--- src/inc/dbg_phy_pkg.sv ---
package dbg_phy_pkg;
   // Register offsets on the internal register port
   localparam logic [3:0] ADDR_STATUS_A = 4'h0;
   localparam logic [3:0] ADDR_ERR_SIG  = 4'h1;
   localparam logic [3:0] ADDR_CTRL_A   = 4'h2;
   localparam logic [3:0] ADDR_CTRL_B   = 4'h3;
   localparam logic [3:0] ADDR_KEY_STAT = 4'h7;
   // Values after reset
   localparam logic [7:0] CTRL_A_RST = 8'h00;
   localparam logic [7:0] CTRL_B_RST = 8'h00;
   // Field positions
   localparam int REV_LSB     = 4;
   localparam int INTERBYTE_BIT = 7;
   localparam int PARIGN_BIT  = 5;
   localparam int TMOOFF_BIT  = 4;
   localparam int RSPSUP_BIT  = 3;
   localparam int NACKSUP_BIT = 4;
   localparam int CONTOFF_BIT = 3;
   localparam int IFDIS_BIT   = 2;
   localparam int UROWKEY_BIT = 5;
   localparam int PROGKEY_BIT = 4;
   localparam int ERSKEY_BIT  = 3;
   // Writable bits of the control registers
   localparam logic [7:0] CTRL_A_MASK = 8'hbf;
   localparam logic [7:0] CTRL_B_MASK = 8'h18;
   // Error codes
   localparam logic [2:0] ERR_NONE       = 3'h0;
   localparam logic [2:0] ERR_PARITY     = 3'h1;
   localparam logic [2:0] ERR_FRAME      = 3'h2;
   localparam logic [2:0] ERR_TIMEOUT    = 3'h3;
   localparam logic [2:0] ERR_START      = 3'h4;
   localparam logic [2:0] ERR_CONTENTION = 3'h7;
   // Guard time: code n gives 128 >> n bit periods, last code none
   localparam logic [7:0] GUARD_BASE_BITS = 8'h80;
   localparam logic [2:0] GUARD_OFF       = 3'h7;
   // One idle character is twelve bit periods; the gap is two
   localparam int         IDLE_CHAR_BITS = 12;
   localparam logic [7:0] IB_GAP_BITS    = 8'(2 * IDLE_CHAR_BITS);
   // Access layer response window in interface clock cycles
   localparam int TIMEOUT_DEF = 65536;
   localparam int TIMEOUT_W   = 17;
   // Transmit sequencer
   typedef enum logic [1:0] {TX_IDLE, TX_WAIT, TX_BUSY} tx_state_t;
endpackage

--- src/hw/tick_timer.sv ---
// Down counter paced by an enable pulse; done pulses after load_val+1 ticks
module tick_timer #(
   parameter int W = 8
) (
   input  wire logic         core_clk,
   input  wire logic         rst,
   input  wire logic         tick,
   input  wire logic         load,
   input  wire logic         cancel,
   input  wire logic [W-1:0] load_val,
   output logic              busy_r,
   output logic              done_r
);
   logic [W-1:0] cnt_r;   // Remaining ticks minus one

   // Counter; a fresh load restarts the wait even while busy
   always_ff @(posedge core_clk) begin
      if (rst || cancel) begin
         busy_r <= 1'b0;
         cnt_r  <= '0;
      end else if (load) begin
         busy_r <= 1'b1;
         cnt_r  <= load_val;
      end else if (busy_r && tick) begin
         if (cnt_r == '0) begin
            busy_r <= 1'b0;
         end else begin
            cnt_r <= cnt_r - 1'b1;
         end
      end
   end

   // Expiry pulse
   always_ff @(posedge core_clk) begin
      if (rst || cancel || load) begin
         done_r <= 1'b0;
      end else begin
         done_r <= busy_r && tick && (cnt_r == '0);
      end
   end
endmodule

--- src/hw/phy_ctrl_status.sv ---
module phy_ctrl_status import dbg_phy_pkg::*; #(
   parameter logic [3:0] REVISION       = 4'h1,       // Arbitrary revision value
   parameter int         TIMEOUT_CYCLES = TIMEOUT_DEF
) (
   input  wire logic       core_clk,
   input  wire logic       rst,
   input  wire logic       reg_wr,          // Register write strobe
   input  wire logic       reg_rd,          // Register read strobe
   input  wire logic [3:0] reg_addr,
   input  wire logic [7:0] reg_wdata,
   output logic      [7:0] reg_rdata_r,
   input  wire logic       bit_tick,        // One pulse per link bit period
   input  wire logic       parity_bad,      // Receiver sample faults
   input  wire logic       stop_bad,
   input  wire logic       start_bad,
   input  wire logic       acc_start,       // Access layer request issued
   input  wire logic       acc_resp,        // Access layer answered
   input  wire logic       tx_req,          // Byte waiting, held until ack
   input  wire logic [7:0] tx_data,
   input  wire logic       tx_first,        // First byte after receive
   input  wire logic       tx_multi,        // Part of multi-byte load
   input  wire logic       tx_is_sig,       // Byte is a response signature
   input  wire logic       tx_done,         // Serializer finished the byte
   input  wire logic       tx_drive_en,     // Serializer drives the line
   input  wire logic       tx_drive_lvl,    // Level the serializer drives
   input  wire logic       line_in,         // Line pin, asynchronous
   input  wire logic       sys_rst_evt,     // System reset seen
   input  wire logic       xfer_busy,       // Load or store transfer running
   input  wire logic       iface_enable,    // Interface enable event
   input  wire logic       key_urow_set,
   input  wire logic       key_urow_clr,
   input  wire logic       key_prog_set,
   input  wire logic       key_prog_done,
   input  wire logic       key_erase_set,
   input  wire logic       key_erase_done,
   output logic            tx_ack_r,        // Byte consumed or dropped
   output logic            tx_start_r,      // Start serializing tx_byte_r
   output logic      [7:0] tx_byte_r,
   output logic            nack_req_r,      // Send the NACK signature
   output logic            acc_timeout_r,   // Abort pulse to access layer
   output logic            clk_req_r,       // Clock request of the interface
   output logic            phy_rst_r        // Resets the rest of the interface
);
   logic [7:0] ctrl_a_r;                    // Control A settings
   logic [7:0] ctrl_b_r;                    // Control B settings
   logic [2:0] err_code_r;                  // Latched error code
   logic       key_urow_r;                  // User row key active
   logic       key_prog_r;                  // Programming key active
   logic       key_erase_r;                 // Chip erase key active
   logic       line_s1_r;                   // Synchroniser stages
   logic       line_s2_r;
   tx_state_t  tx_state_r;
   logic [2:0] err_nxt;                     // Error reported this cycle
   logic       srst;                        // Hard or interface reset
   logic       gap_busy;
   logic       gap_done;
   logic       gap_load;
   logic [7:0] gap_len;
   logic       tmo_done;
   logic       tmo_evt;
   logic       cont_evt;
   logic       tx_accept;
   logic       tx_drop;
   logic       wr_b;

   // Interface disable acts as a reset of settings and keys
   assign srst = rst || phy_rst_r;
   assign wr_b = reg_wr && (reg_addr == ADDR_CTRL_B);

   // Control A; reserved bit 6 is never stored
   always_ff @(posedge core_clk) begin
      if (srst) begin
         ctrl_a_r <= CTRL_A_RST;
      end else if (reg_wr && reg_addr == ADDR_CTRL_A) begin
         ctrl_a_r <= reg_wdata & CTRL_A_MASK;
      end
   end

   // Control B keeps only the two option bits
   always_ff @(posedge core_clk) begin
      if (srst) begin
         ctrl_b_r <= CTRL_B_RST;
      end else if (wr_b) begin
         ctrl_b_r <= reg_wdata & CTRL_B_MASK;
      end
   end

   // Writing the disable bit pulses the interface reset once
   always_ff @(posedge core_clk) begin
      if (rst) begin
         phy_rst_r <= 1'b0;
      end else begin
         phy_rst_r <= wr_b && reg_wdata[IFDIS_BIT];
      end
   end

   // Clock request: dropped by disable, raised again by enable
   always_ff @(posedge core_clk) begin
      if (rst) begin
         clk_req_r <= 1'b1;
      end else if (iface_enable) begin
         clk_req_r <= 1'b1;
      end else if (wr_b && reg_wdata[IFDIS_BIT]) begin
         clk_req_r <= 1'b0;
      end
   end

   // Line pin synchroniser
   always_ff @(posedge core_clk) begin
      if (rst) begin
         line_s1_r <= 1'b1;
         line_s2_r <= 1'b1;
      end else begin
         line_s1_r <= line_in;
         line_s2_r <= line_s1_r;
      end
   end

   // Contention: compare once per bit while we drive our own byte
   assign cont_evt = bit_tick && tx_state_r == TX_BUSY && tx_drive_en
                     && !ctrl_b_r[CONTOFF_BIT]
                     && (line_s2_r != tx_drive_lvl);

   // Response window timer, one tick per interface clock
   tick_timer #(.W(TIMEOUT_W)) u_tmo (
      .core_clk (core_clk),
      .rst      (srst),
      .tick     (1'b1),
      .load     (acc_start),
      .cancel   (acc_resp),
      .load_val (TIMEOUT_W'(TIMEOUT_CYCLES - 1)),
      .busy_r   (),
      .done_r   (tmo_done)
   );
   assign tmo_evt = tmo_done && !ctrl_a_r[TMOOFF_BIT];

   always_ff @(posedge core_clk) begin
      if (srst) begin
         acc_timeout_r <= 1'b0;
      end else begin
         acc_timeout_r <= tmo_evt;
      end
   end

   // Error priority: contention over start, stop, parity, timeout
   always_comb begin
      err_nxt = ERR_NONE;
      if (tmo_evt) begin
         err_nxt = ERR_TIMEOUT;
      end
      if (parity_bad && !ctrl_a_r[PARIGN_BIT]) begin
         err_nxt = ERR_PARITY;
      end
      if (stop_bad) begin
         err_nxt = ERR_FRAME;
      end
      if (start_bad) begin
         err_nxt = ERR_START;
      end
      if (cont_evt) begin
         err_nxt = ERR_CONTENTION;
      end
   end

   // Error code: a new error wins over the clearing read
   always_ff @(posedge core_clk) begin
      if (srst) begin
         err_code_r <= ERR_NONE;
      end else if (err_nxt != ERR_NONE) begin
         err_code_r <= err_nxt;
      end else if (reg_rd && reg_addr == ADDR_ERR_SIG) begin
         err_code_r <= ERR_NONE;
      end
   end

   // Key flags; a set in the clearing cycle wins
   always_ff @(posedge core_clk) begin
      if (srst) begin
         key_urow_r  <= 1'b0;
         key_prog_r  <= 1'b0;
         key_erase_r <= 1'b0;
      end else begin
         key_urow_r  <= key_urow_set || (key_urow_r && !key_urow_clr);
         key_prog_r  <= key_prog_set || (key_prog_r && !key_prog_done);
         key_erase_r <= key_erase_set || (key_erase_r && !key_erase_done);
      end
   end

   // Read data, registered; unmapped addresses and spare bits read zero
   always_ff @(posedge core_clk) begin
      if (rst) begin
         reg_rdata_r <= 8'h00;
      end else if (reg_rd) begin
         unique case (reg_addr)
            ADDR_STATUS_A: reg_rdata_r <= {REVISION, 4'h0};
            ADDR_ERR_SIG:  reg_rdata_r <= {5'h00, err_code_r};
            ADDR_CTRL_A:   reg_rdata_r <= ctrl_a_r;
            ADDR_CTRL_B:   reg_rdata_r <= ctrl_b_r;
            ADDR_KEY_STAT: reg_rdata_r <= {2'h0, key_urow_r, key_prog_r,
                                           key_erase_r, 3'h0};
            default:       reg_rdata_r <= 8'h00;
         endcase
      end
   end

   // NACK on system reset during a transfer unless suppressed
   always_ff @(posedge core_clk) begin
      if (srst) begin
         nack_req_r <= 1'b0;
      end else begin
         nack_req_r <= sys_rst_evt && xfer_busy && !ctrl_b_r[NACKSUP_BIT]
                       && !ctrl_a_r[RSPSUP_BIT];
      end
   end

   // Byte acceptance; the ack blocks a second take of a held request
   assign tx_accept = tx_state_r == TX_IDLE && tx_req && !tx_ack_r;
   assign tx_drop   = tx_accept && tx_is_sig && ctrl_a_r[RSPSUP_BIT];

   // Idle gap before a byte: guard on turnaround, else inter-byte gap
   always_comb begin
      gap_len = 8'h00;
      if (tx_first) begin
         if (ctrl_a_r[2:0] != GUARD_OFF) begin
            gap_len = GUARD_BASE_BITS >> ctrl_a_r[2:0];
         end
      end else if (tx_multi && ctrl_a_r[INTERBYTE_BIT]) begin
         gap_len = IB_GAP_BITS;
      end
   end
   // The first byte never takes the inter-byte gap as well
   assign gap_load = tx_accept && !tx_drop && gap_len != 8'h00;

   // Gap timer counts link bit periods, not core cycles
   tick_timer #(.W(8)) u_gap (
      .core_clk (core_clk),
      .rst      (srst),
      .tick     (bit_tick),
      .load     (gap_load),
      .cancel   (1'b0),
      .load_val (gap_len - 8'h01),
      .busy_r   (gap_busy),
      .done_r   (gap_done)
   );

   // Transmit sequencer
   always_ff @(posedge core_clk) begin
      if (srst) begin
         tx_state_r <= TX_IDLE;
         tx_ack_r   <= 1'b0;
         tx_start_r <= 1'b0;
         tx_byte_r  <= 8'h00;
      end else begin
         tx_ack_r   <= 1'b0;
         tx_start_r <= 1'b0;
         unique case (tx_state_r)
            TX_IDLE: begin
               if (tx_drop) begin
                  tx_ack_r <= 1'b1;
               end else if (gap_load) begin
                  tx_byte_r  <= tx_data;
                  tx_state_r <= TX_WAIT;
               end else if (tx_accept) begin
                  tx_byte_r  <= tx_data;
                  tx_ack_r   <= 1'b1;
                  tx_start_r <= 1'b1;
                  tx_state_r <= TX_BUSY;
               end
            end
            TX_WAIT: begin
               // Wait out the idle bits with the line released
               if (gap_done) begin
                  tx_ack_r   <= 1'b1;
                  tx_start_r <= 1'b1;
                  tx_state_r <= TX_BUSY;
               end
            end
            TX_BUSY: begin
               if (tx_done) begin
                  tx_state_r <= TX_IDLE;
               end
            end
         endcase
      end
   end
endmodule

--- config.mk ---
export PLATFORM = sky130hd
export DESIGN_NAME = phy_ctrl_status
export DESIGN_NICKNAME = d
export VERILOG_FILES = /design/src/inc/dbg_phy_pkg.sv /design/src/hw/tick_timer.sv /design/src/hw/phy_ctrl_status.sv
export SDC_FILE = /design/constraint.sdc
export NUM_CORES = 1
export LEC_CHECK = 0
export BUFFER_PORTS_ARGS = -buffer_cell sky130_fd_sc_hd__buf_4
export CAP_MARGIN = 5
export CORE_MARGIN = 10
export CORE_UTILIZATION = 43
export DETAILED_ROUTE_END_ITERATION = 10
export PLACE_DENSITY = 0.72
export SLEW_MARGIN = 20
export SYNTH_ARGS = -nofsm -noshare
export SYNTH_HDL_FRONTEND = slang
export SYNTH_HIERARCHICAL = 1
export SYNTH_SLANG_ARGS = --single-unit
--- constraint.sdc ---
create_clock -name core_clk -period 2.2 [get_ports core_clk]
set_clock_uncertainty 0.15 [all_clocks]
set_input_delay 0.22 -clock core_clk [delete_from_list [all_inputs] [get_ports core_clk]]
set_output_delay 0.22 -clock core_clk [all_outputs]
set_load 0.1 [all_outputs]
# Word-level counts from Yosys, hierarchy flattened

Index checks and enable logic that the tools add are counted.

Bits of input ports: 47
Flip-flop bits (word level): 70
Output and inout bits: 22
Bits in latches: 0
Memory bits (writable): 0
Logic and storage cells: 144
ROM bits: 0
Memories: 0

Equal/unequal tests: 14
Shifts and indexed selects: 1
Div/mod/pow operators: 0
Reduce and logical (&&, ||, !) cells: 62
Multiplexer cells: 38
Add/subtract/negate cells: 3
Multiply operators: 0
Bitwise operators: 2
Order comparisons: 0

Operators with widths:

| operator                                             | count |
|---|---|
| 2-to-1 mux 8 bit                                     | 7 |
| 2-to-1 mux 16 bit                                    | 3 |
| one-hot mux 8 bit (5 select lines)                   | 1 |
| logical AND 1 bit                                    | 26 |
| 2-to-1 mux 3 bit                                     | 6 |
| zero test 17 bit                                     | 1 |
| subtractor 17 x 1 -> 17 bit (second input constant)  | 1 |
| subtractor 8 x 1 -> 8 bit (second input constant)    | 2 |
| 2-to-1 mux 2 bit                                     | 6 |
| 2-to-1 mux 1 bit                                     | 11 |
| zero test 1 bit                                      | 10 |
| nonzero test 2 bit                                   | 5 |
| equality test 4 x 2 -> 1 bit (second input constant) | 2 |
| zero test 8 bit                                      | 1 |
| AND reduction 2 bit                                  | 4 |
| nonzero test 8 bit                                   | 1 |
| >> shifter 8 x 3 -> 8 bit (first input constant)     | 1 |
| logical OR 1 bit                                     | 7 |
| inequality test 2 bit (second input constant)        | 3 |
| one-hot mux 2 bit (3 select lines)                   | 1 |
| 2-to-1 mux 5 bit                                     | 1 |
| equality test 4 x 1 -> 1 bit (second input constant) | 1 |
| equality test 4 x 3 -> 1 bit (second input constant) | 1 |
| zero test 4 bit                                      | 1 |
| 13 further kinds                                     | 17 |

# Depth between registers and ports, before layout

Gate-level depths: netlist of run 1.

Depth in word-level cells: 11
Mapped depth: 10
Mapped depth without buffers: 8

# Hierarchy

The synthesis of run 1 kept the hierarchy.

By module, submodules not included:

| module              | instances | sequential area each (sq um) | area an instance (sq um) | cells an instance |
|---|---|---|---|---|
| phy_ctrl_status     | 1         | 800.8                        | 1915.6                   | 225 |
| tick_timer at u_tmo | 1         | 380.4                        | 1112.3                   | 124 |
| tick_timer at u_gap | 1         | 200.2                        | 569.3                    | 68 |

# Least setup slack after synthesis of run 1

No wires, ideal clock.

Kind: reg-to-reg
From: register tx_ack_r
To: register u_gap.cnt_r[7]
Period minus slack after synthesis: 2646 ps
Stages on the path, launching flop included: 7
Required time: 1984 ps
Slack: -446 ps
Arrival time: 2430 ps
Cell sequence: dfxtp_1 -> nand3b_1 -> nor4_4 -> clkbuf_1 -> or4_2 -> o2bb2a_4 -> a21boi_2

Cells in the longest elaborated chain, start to end: 9
Elaborated cells between the ends (all ways): 11
Those cells by class: eq/ne (1); mux (1); reduce/logical (9)

Ends and longest elaborated chain:

| item                                                                           | RTL line               | text |
|---|---|---|
| from (decl)                                                                    | phy_ctrl_status.sv:36  | `output logic tx_ack_r,` |
| from (signal assigned)                                                         | phy_ctrl_status.sv:250 | `tx_ack_r <= 1'b0;` |
| from (signal assigned)                                                         | phy_ctrl_status.sv:254 | `tx_ack_r <= 1'b0;` |
| from (signal assigned)                                                         | phy_ctrl_status.sv:259 | `tx_ack_r <= 1'b1;` |
| zero test 1 bit (*)                                                            | phy_ctrl_status.sv:217 | `assign tx_accept = tx_state_r == TX_IDLE && tx_req && !tx_ack_r;` |
| logical AND 1 bit (*)                                                          | phy_ctrl_status.sv:217 |  |
| logical AND 1 bit (2 in a row)                                                 | phy_ctrl_status.sv:218 | `assign tx_drop = tx_accept && tx_is_sig && ctrl_a_r[RSPSUP_BIT];` |
| zero test 1 bit                                                                | phy_ctrl_status.sv:232 | `assign gap_load = tx_accept && !tx_drop && gap_len != 8'h00;` |
| logical AND 1 bit (*) (2 in a row)                                             | phy_ctrl_status.sv:232 |  |
| via gap_load                                                                   | phy_ctrl_status.sv:57  | `logic gap_load;` |
| inequality test 2 x 1 -> 1 bit (no line) or nonzero test 2 bit (tied branches) | n/a                    |  |
| AND reduction 2 bit (no line)                                                  | n/a                    |  |
| to (signal assigned)                                                           | tick_timer.sv:23       | `cnt_r <= load_val;` |
| to (signal assigned)                                                           | tick_timer.sv:28       | `cnt_r <= cnt_r - 1'b1;` |
| to (decl)                                                                      | tick_timer.sv:14       | `logic [W-1:0] cnt_r;` |

The timed path passes the listed nets; every way through them passes the cells marked *.
A chain may end at the register's enable or synchronous reset.

# Worst setup path in the final report of run 1

From: register tx_state_r[0]
To: register u_gap.cnt_r[7]

Cells in the longest elaborated chain, start to end: 10
Elaborated cells between the ends (all ways): 12
Those cells by class: eq/ne (1); mux (1); reduce/logical (10)

Ends and longest elaborated chain:

| item                                                                           | RTL line               | text |
|---|---|---|
| from (decl)                                                                    | phy_ctrl_status.sv:52  | `tx_state_t tx_state_r;` |
| from (signal assigned)                                                         | phy_ctrl_status.sv:249 | `tx_state_r <= TX_IDLE;` |
| from (signal assigned)                                                         | phy_ctrl_status.sv:262 | `tx_state_r <= TX_WAIT;` |
| from (signal assigned)                                                         | phy_ctrl_status.sv:267 | `tx_state_r <= TX_BUSY;` |
| zero test 2 bit (*)                                                            | phy_ctrl_status.sv:217 |  |
| logical AND 1 bit (*) (2 in a row)                                             | phy_ctrl_status.sv:217 |  |
| logical AND 1 bit (2 in a row)                                                 | phy_ctrl_status.sv:218 |  |
| zero test 1 bit                                                                | phy_ctrl_status.sv:232 |  |
| logical AND 1 bit (*) (2 in a row)                                             | phy_ctrl_status.sv:232 |  |
| via gap_load                                                                   | phy_ctrl_status.sv:57  |  |
| inequality test 2 x 1 -> 1 bit (no line) or nonzero test 2 bit (tied branches) | n/a                    |  |
| AND reduction 2 bit (no line)                                                  | n/a                    |  |

Marked as above.

==> results of run 1 <==
cell type report:
cell class / count / area (um2)
antenna: 1 / 2.50
clock inverter: 6 / 46.3
timing repair buffer: 111 / 903
inverter: 21 / 78.8
clock buffer: 10 / 138
sequential: 69 / 1380
fill: 727 / 3370
multi-input combinational: 328 / 2120
tap: 105 / 131
worst reg2reg max path, cell delays in order (launching register included):
cell,delay [ns]
dfxtp_1,0.36
inv_1,0.07
ha_1,0.21
nand3b_1,0.17
nor4_4,0.10
or4_2,0.66
o2bb2a_4,0.22
a21boi_2,0.12
routing by layer:
layer | track usage [%] | vias up | wire [um]
li1 | - | 1725 | -
met1 | 17.5 | 1525 | 4210
met2 | 25.0 | 83 | 4660
met3 | 4.19 | 13 | 410
met4 | 5.31 | 0 | 167
met5 | 0 | - | 0
timing repair:
item	CTS	global route
buffers inserted	0	0
gates resized for setup	0	2
hold buffers	28	0
setup endpoints to repair	0	8
endpoints found under the hold margin	29	0
how the worst max path moves through the flow:
| stage | startpoint | slack, ns | cells after the start | to |
|---|---|---|---|---|
| floorplan | tx_ack_r$_SDFF_PP0_ | -0.13 | 6 | u_gap/cnt_r[7]$_SDFFE_PP0P_ |
| global placement | u_tmo/cnt_r[1]$_SDFFE_PP0P_ | 0.10 | 7 | u_tmo/cnt_r[10]$_SDFFE_PP0P_ |
| detailed placement | u_tmo/cnt_r[1]$_SDFFE_PP0P_ | 0.06 | 7 | u_tmo/cnt_r[14]$_SDFFE_PP0P_ |
| CTS | u_tmo/cnt_r[1]$_SDFFE_PP0P_ | 0.04 | 7 | u_tmo/cnt_r[14]$_SDFFE_PP0P_ |
| global route | tx_state_r[1]$_SDFFE_PP0P_ | 0.01 | 8 | u_gap/cnt_r[4]$_SDFFE_PP0P_ |
| finish | tx_state_r[0]$_SDFFE_PP0P_ | 0.1 | 7 | u_gap/cnt_r[7]$_SDFFE_PP0P_ |
through the flow:
stage	hold WS [ns]	cell area [um2]	power [mW]	setup TNS, ns
floorplan	0.135	3680	2.03	-0.125
global placement	0.245	4320	2.25	0
detailed placement	0.250	4320	2.27	0
CTS	0.00270	4790	3.27	0
global route	0.0126	4800	3.42	0
finish	0.0153	4800	3.25	0
placed cells by master, fill, tap and decap left out, drive strengths merged, types with 5 or more instances in the layout:
cell / instances
conb: 23
a211oi: 5
nand3: 17
or2: 5
o21a: 5
dfxtp: 69
ha: 7
dlygate4sd3: 28
nand2: 33
a21oi: 41
nand2b: 5
nor4: 11
nor3: 11
o21ai: 36
nor4b: 6
mux2i: 15
a31oi: 8
clkbuf: 10
or4: 5
buf: 83
nor2: 31
inv: 21
xnor2: 11
logic make-up (layout without fill, tap and decap cells):
group | Yosys count | after routing
compound gates | 120 | 120
xor+xnor | 15 | 15
fa+ha+maj | 7 | 7
buf+inv | 41 | 148
flops | 69 | 69
mux | 16 | 16
other cells | 2 | 24
simple gates | 147 | 147
power by group through the flow:
stage | Clock, mW | Combinational [mW] | Sequential (mW)
after floorplan | 0 | 0.423 | 1.61
after global placement | 0 | 0.841 | 1.41
after detailed placement | 0 | 0.855 | 1.41
after CTS | 0.992 | 0.897 | 1.38
after global routing | 1.05 | 0.971 | 1.40
final | 0.964 | 0.902 | 1.39
registers in the layout (all words and copies together), names as in the netlist, 2 cells and up:
name and flops:
ctrl_a_r 7, ctrl_b_r 2, err_code_r 3, reg_rdata_r 7, tx_byte_r 8, tx_state_r 2
u_gap/cnt_r 8, u_tmo/cnt_r 17
==> impl_metrics.json, run 1 <==
{
  "hp-class": "in2reg",
  "rsz0062_at_grt": "no",
  "netlist_area_um2": 3600,
  "first_iter_violations": 125,
  "routed_wl_um": 9450,
  "die_area_um2": 12400,
  "synth_simple_gate_area_share_pct": 24.8,
  "cts_root_buf": "clkbuf_8",
  "yosysWarnings": 6,
  "critPathMaxFanout": 7,
  "synth-xor-area-share_pct": 3.65,
  "clkSlewWorstSetupHoldPaths_ns": 0.08,
  "swShare_pct": 35.1,
  "setup_viol": 0,
  "intPower_mw": 2.11,
  "row_count": 33,
  "grt-ovfl-total": 0,
  "post-synth-top-count-cell": "dfxtp_1",
  "yosys-top-cells-count": "dfxtp_1 (69), a21oi_1 (41), o21ai_0 (35)",
  "hold_path_end": "err_code_r[2]$_SDFFE_PP0P_",
  "dp_slack_ns": 0.0593,
  "synth-async-reset-ratio_pct": 0,
  "p_per_area_nw_per_um2": 677,
  "vdd_drop_max_v": 0.000283,
  "drt_pass1_iterations": 4,
  "startpoint_type": "register",
  "drcViolationCount": 0,
  "synth_top_family_by_area": "simple AND/OR/NAND/NOR gates",
  "reg2reg_depth": 7,
  "gr-usage-all-layers_pct": 14.8,
  "synth_compound_area_share_pct": 20.8,
  "cts_tree": "yes",
  "grt_start_max_net_pins": 18,
  "synth-main-ff-cell": "dfxtp_1",
  "cts-htree-levels": 3,
  "timing.final.ws_setup_ns": 0.0987,
  "period_share_pct": 95.5,
  "ff2ff_setup_slack_ns": 0.1,
  "fin_util_pct": 58.7,
  "crit_chain": "inv_1 -> ha_1 -> nand3b_1 -> nor4_4 -> or4_2 -> o2bb2a_4 -> a21boi_2",
  "dpl.hpwl_um": 6720,
  "core_um2": 8180,
  "worstSetupPathType": "reg2reg",
  "worstReg2RegEnd": "u_gap/cnt_r[7]$_SDFFE_PP0P_",
  "ios": 69,
  "synth_edf_count": 0,
  "clkLatencyLatePin_ns": 0.35,
  "ant_nets": 0,
  "cp.arrival_ns": 2.24,
  "netlist.area_leader.share_pct": 38.4,
  "slew_headroom_pct": 56.2,
  "place_congestion": 0.865,
  "cp_top_family": "simple AND/OR/NAND/NOR gates",
  "start_util_pct": 44.0,
  "ys_seq_elements": 69,
  "hold_depth": 3,
  "fin_nets": 594,
  "power_frac_seq_pct": 42.6,
  "final_max_slew_viol_count": 0,
  "grt_pass1_wl_um": 15700,
  "numCtsBuffers": 9,
  "run_status": "complete, no violations",
  "antenna_found_initial": 1,
  "post_synth_mux_area_share_pct": 4.49,
  "required_ns": 2.34,
  "instances_no_fill": 651,
  "power.leakage_nw": 1.89,
  "hold_viol_final": 0,
  "p_switching_mw": 1.14,
  "ys_seq_area_share_pct": 38.4,
  "timing.fmax_mhz": 476,
  "power_frac_comb_pct": 27.7,
  "final_layout_size_suffix_gt1_share_pct": 24.2,
  "min_period_ns": 2.10,
  "cts.sinks": 69,
  "synth-adder-area-share_pct": 2.43,
  "yosysTopAreaCell": "dfxtp_1",
  "clock_path_buffers": 2,
  "wl_per_cell_um": 14.5,
  "cp_slowest_stage_delay_ns": 0.66,
  "die_y_um": 111,
  "cp-end-kind": "register",
  "rr_startpoint": "tx_state_r[0]$_SDFFE_PP0P_",
  "synth_area_leaders": "dfxtp_1 (38%), a21oi_1 (5.7%), o21ai_0 (4.9%)",
  "power.share.clock_pct": 29.6,
  "io_buffers": 66,
  "placed_cells": 606,
  "worstMarginPinSlew_ns": 0.655,
  "path_buf_inv": 1,
  "viasPerCell": 5.14,
  "crit_path_top_delay_cell": "or4_2",
  "die_x_um": 111,
  "cap_violations": 0,
  "vias": 3346,
  "syn_avg_cell_area_um2": 8.63,
  "netlist_instances": 417,
  "ys_types": 66,
  "grt_pass1_vias": 3303,
  "syn2layout_area_growth_pct": 33.5,
  "hold_start": "start_bad"
}
(Power assumes the default switching activity.)
==> run 2: changes to the inputs <==
--- a/config.mk
+++ b/config.mk
@@ -10,7 +10,7 @@
 export CORE_MARGIN = 10
 export CORE_UTILIZATION = 43
 export DETAILED_ROUTE_END_ITERATION = 10
-export PLACE_DENSITY = 0.72
+export PLACE_DENSITY = 0.77
 export SLEW_MARGIN = 20
 export SYNTH_ARGS = -nofsm -noshare
 export SYNTH_HDL_FRONTEND = slang
==> constraint.sdc (replaced) <==
create_clock -name core_clk -period 2.2 [get_ports core_clk]
set_clock_uncertainty 0.15 [all_clocks]
set_input_delay 0.44 -clock core_clk [delete_from_list [all_inputs] [get_ports core_clk]]
set_output_delay 0.44 -clock core_clk [all_outputs]
set_load 0.1 [all_outputs]
==> impl_metrics.json, run 2 (synthesis gave the netlist of run 1 again) <==
{
  "rsz0062_at_grt": "no",
  "rr_startpoint": "tx_state_r[0]$_SDFFE_PP0P_",
  "startpoint_type": "register",
  "first_iter_violations": 116,
  "crit_path_top_delay_cell": "or4_2",
  "power.leakage_nw": 1.80,
  "fin_setup_tns_ns": 0,
  "largest_register_ffs": 17,
  "grt-ovfl-total": 0,
  "final_layout_size_suffix_gt1_share_pct": 26.3,
  "vias": 3313,
  "clkLatencyLatePin_ns": 0.33,
  "postPlaceCellArea_um2": 4340,
  "numCtsBuffers": 9,
  "drt_pass1_iterations": 5,
  "critPathMaxFanout": 7,
  "wl_per_cell_um": 14.1,
  "grt_pass1_vias": 3288,
  "reg2reg_depth": 7,
  "setup_viol": 0,
  "totalPowerFinal_mw": 3.18,
  "cap_violations": 0,
  "p_per_area_nw_per_um2": 702,
  "place_congestion": 0.839,
  "io_buffers": 66,
  "slew_headroom_pct": 56.3,
  "timing.fmax_mhz": 479,
  "dpl.hpwl_um": 6930,
  "diodes": 0,
  "worstReg2RegEnd": "u_gap/cnt_r[7]$_SDFFE_PP0P_",
  "run_status": "complete, no violations",
  "hold_depth": 2,
  "die_y_um": 111,
  "design_area_um2": 4540,
  "vdd_drop_max_v": 0.000263,
  "clkSlewWorstSetupHoldPaths_ns": 0.08,
  "instances_no_fill": 625,
  "cp-end-kind": "register",
  "core_um2": 8180,
  "clock_path_buffers": 2,
  "grt_start_max_net_pins": 22,
  "timing.final.ws_setup_ns": 0.112,
  "cts_tree": "yes",
  "hold_path_end": "clk_req_r$_SDFFE_PP1P_",
  "antenna_found_initial": 0,
  "grt_pass1_wl_um": 15400,
  "start_util_pct": 44.0,
  "min_period_ns": 2.09,
  "cp_slowest_stage_delay_ns": 0.66,
  "ff2ff_setup_slack_ns": 0.11,
  "gr-usage-all-layers_pct": 14.3,
  "dp_slack_ns": 0.0325,
  "final_max_slew_viol_count": 0,
  "final_cell_mix": "buf_4 (86), dfxtp_1 (65), a21oi_1 (41), o21ai_0 (35), nand2_1 (32)",
  "cts_root_buf": "clkbuf_8",
  "ant_nets": 0,
  "reg_top3": "u_tmo/cnt_r: 17 flops, tx_byte_r: 8 flops, u_gap/cnt_r: 8 flops",
  "cts.sinks": 69,
  "drcViolationCount": 0,
  "row_count": 33,
  "crit_chain": "inv_1 -> ha_1 -> nand3b_1 -> nor4_4 -> or4_2 -> o2bb2a_4 -> a21boi_2",
  "period_share_pct": 94.9,
  "hold_viol_final": 0,
  "cts-htree-levels": 3,
  "die_area_um2": 12400,
  "hp-class": "in2reg",
  "worstMarginPinSlew_ns": 0.654,
  "ios": 69,
  "die_x_um": 111,
  "regMostFlops": "u_tmo/cnt_r",
  "worstSetupPathType": "reg2reg",
  "final_common_cell": "buf_4",
  "viasPerCell": 5.30,
  "fin_nets": 569,
  "syn2layout_area_growth_pct": 26.1,
  "cp.arrival_ns": 2.21,
  "placed_cells": 608,
  "required_ns": 2.32,
  "routed_wl_um": 8840,
  "hold_start": "iface_enable",
  "fin_util_pct": 55.5,
  "hold_ws_ns": 0.132
}
==> run 2: cell count changes in the layout (fill, tap and decap cells not counted), sizes merged <==
cell         change
clkinv           -1
clkinvlp         -1
dlygate4sd3     -28
diode            -1
buf              +3
inv              +2
==> run 2: worst max path at each step <==
stage / to / slack (ns) / depth (start not counted) / startpoint
5_1_grt: u_gap/cnt_r[7]$_SDFFE_PP0P_ / 0.01 / 7 / tx_state_r[1]$_SDFFE_PP0P_
4_1_cts: u_tmo/cnt_r[8]$_SDFFE_PP0P_ / 0.02 / 7 / u_tmo/cnt_r[1]$_SDFFE_PP0P_
3_3_place_gp: u_gap/cnt_r[7]$_SDFFE_PP0P_ / 0.06 / 6 / tx_multi
6_report: u_gap/cnt_r[7]$_SDFFE_PP0P_ / 0.11 / 7 / tx_state_r[0]$_SDFFE_PP0P_
2_1_floorplan: u_gap/cnt_r[7]$_SDFFE_PP0P_ / -0.13 / 6 / tx_ack_r$_SDFF_PP0_
3_5_place_dp: u_tmo/cnt_r[8]$_SDFFE_PP0P_ / 0.03 / 7 / u_tmo/cnt_r[1]$_SDFFE_PP0P_
==> run 2: where the power goes <==
group	internal (mW)	total (mW)	switching (mW)
Clock	0.419	0.925	0.506
Sequential	1.33	1.39	0.0608
Combinational	0.317	0.870	0.552
==> run 2: what timing repair did <==
action	CTS	global route
hold buffers	0	0
endpoints found under the setup margin	0	14
setup buffers	0	1
gates resized for setup	0	5
==> run 2: worst max-delay path: cells and delay by family (launching register included) <==
family	cells	cell delay, ns
adder cells (fa/ha/maj)	1	0.21
AO/OA/AOI/OAI	2	0.34
buffers and inverters	1	0.06
flip-flops	1	0.34
AND/OR/NAND/NOR	3	0.92
==> run 2: per-layer routing <==
metal | share of wire (%) | vias to the layer above | wire, um | track usage [%]
met5 | 0 | - | 0 | 0
met2 | 52 | 76 | 4550 | 25.2
met4 | 1.4 | 0 | 121 | 4.88
met1 | 42 | 1549 | 3730 | 16.3
li1 | - | 1677 | - | -
met3 | 4.9 | 11 | 435 | 3.70
==> run 2: cell type report <==
cell class              instances  area, um2
fillers                       738       3640
flip-flops and latches         69       1390
clock inverters                 6       47.5
clock buffers                  10        128
repair buffers                 86        646
multi-input cells             328       2120
inverters                      21       78.8
well taps                     105        131
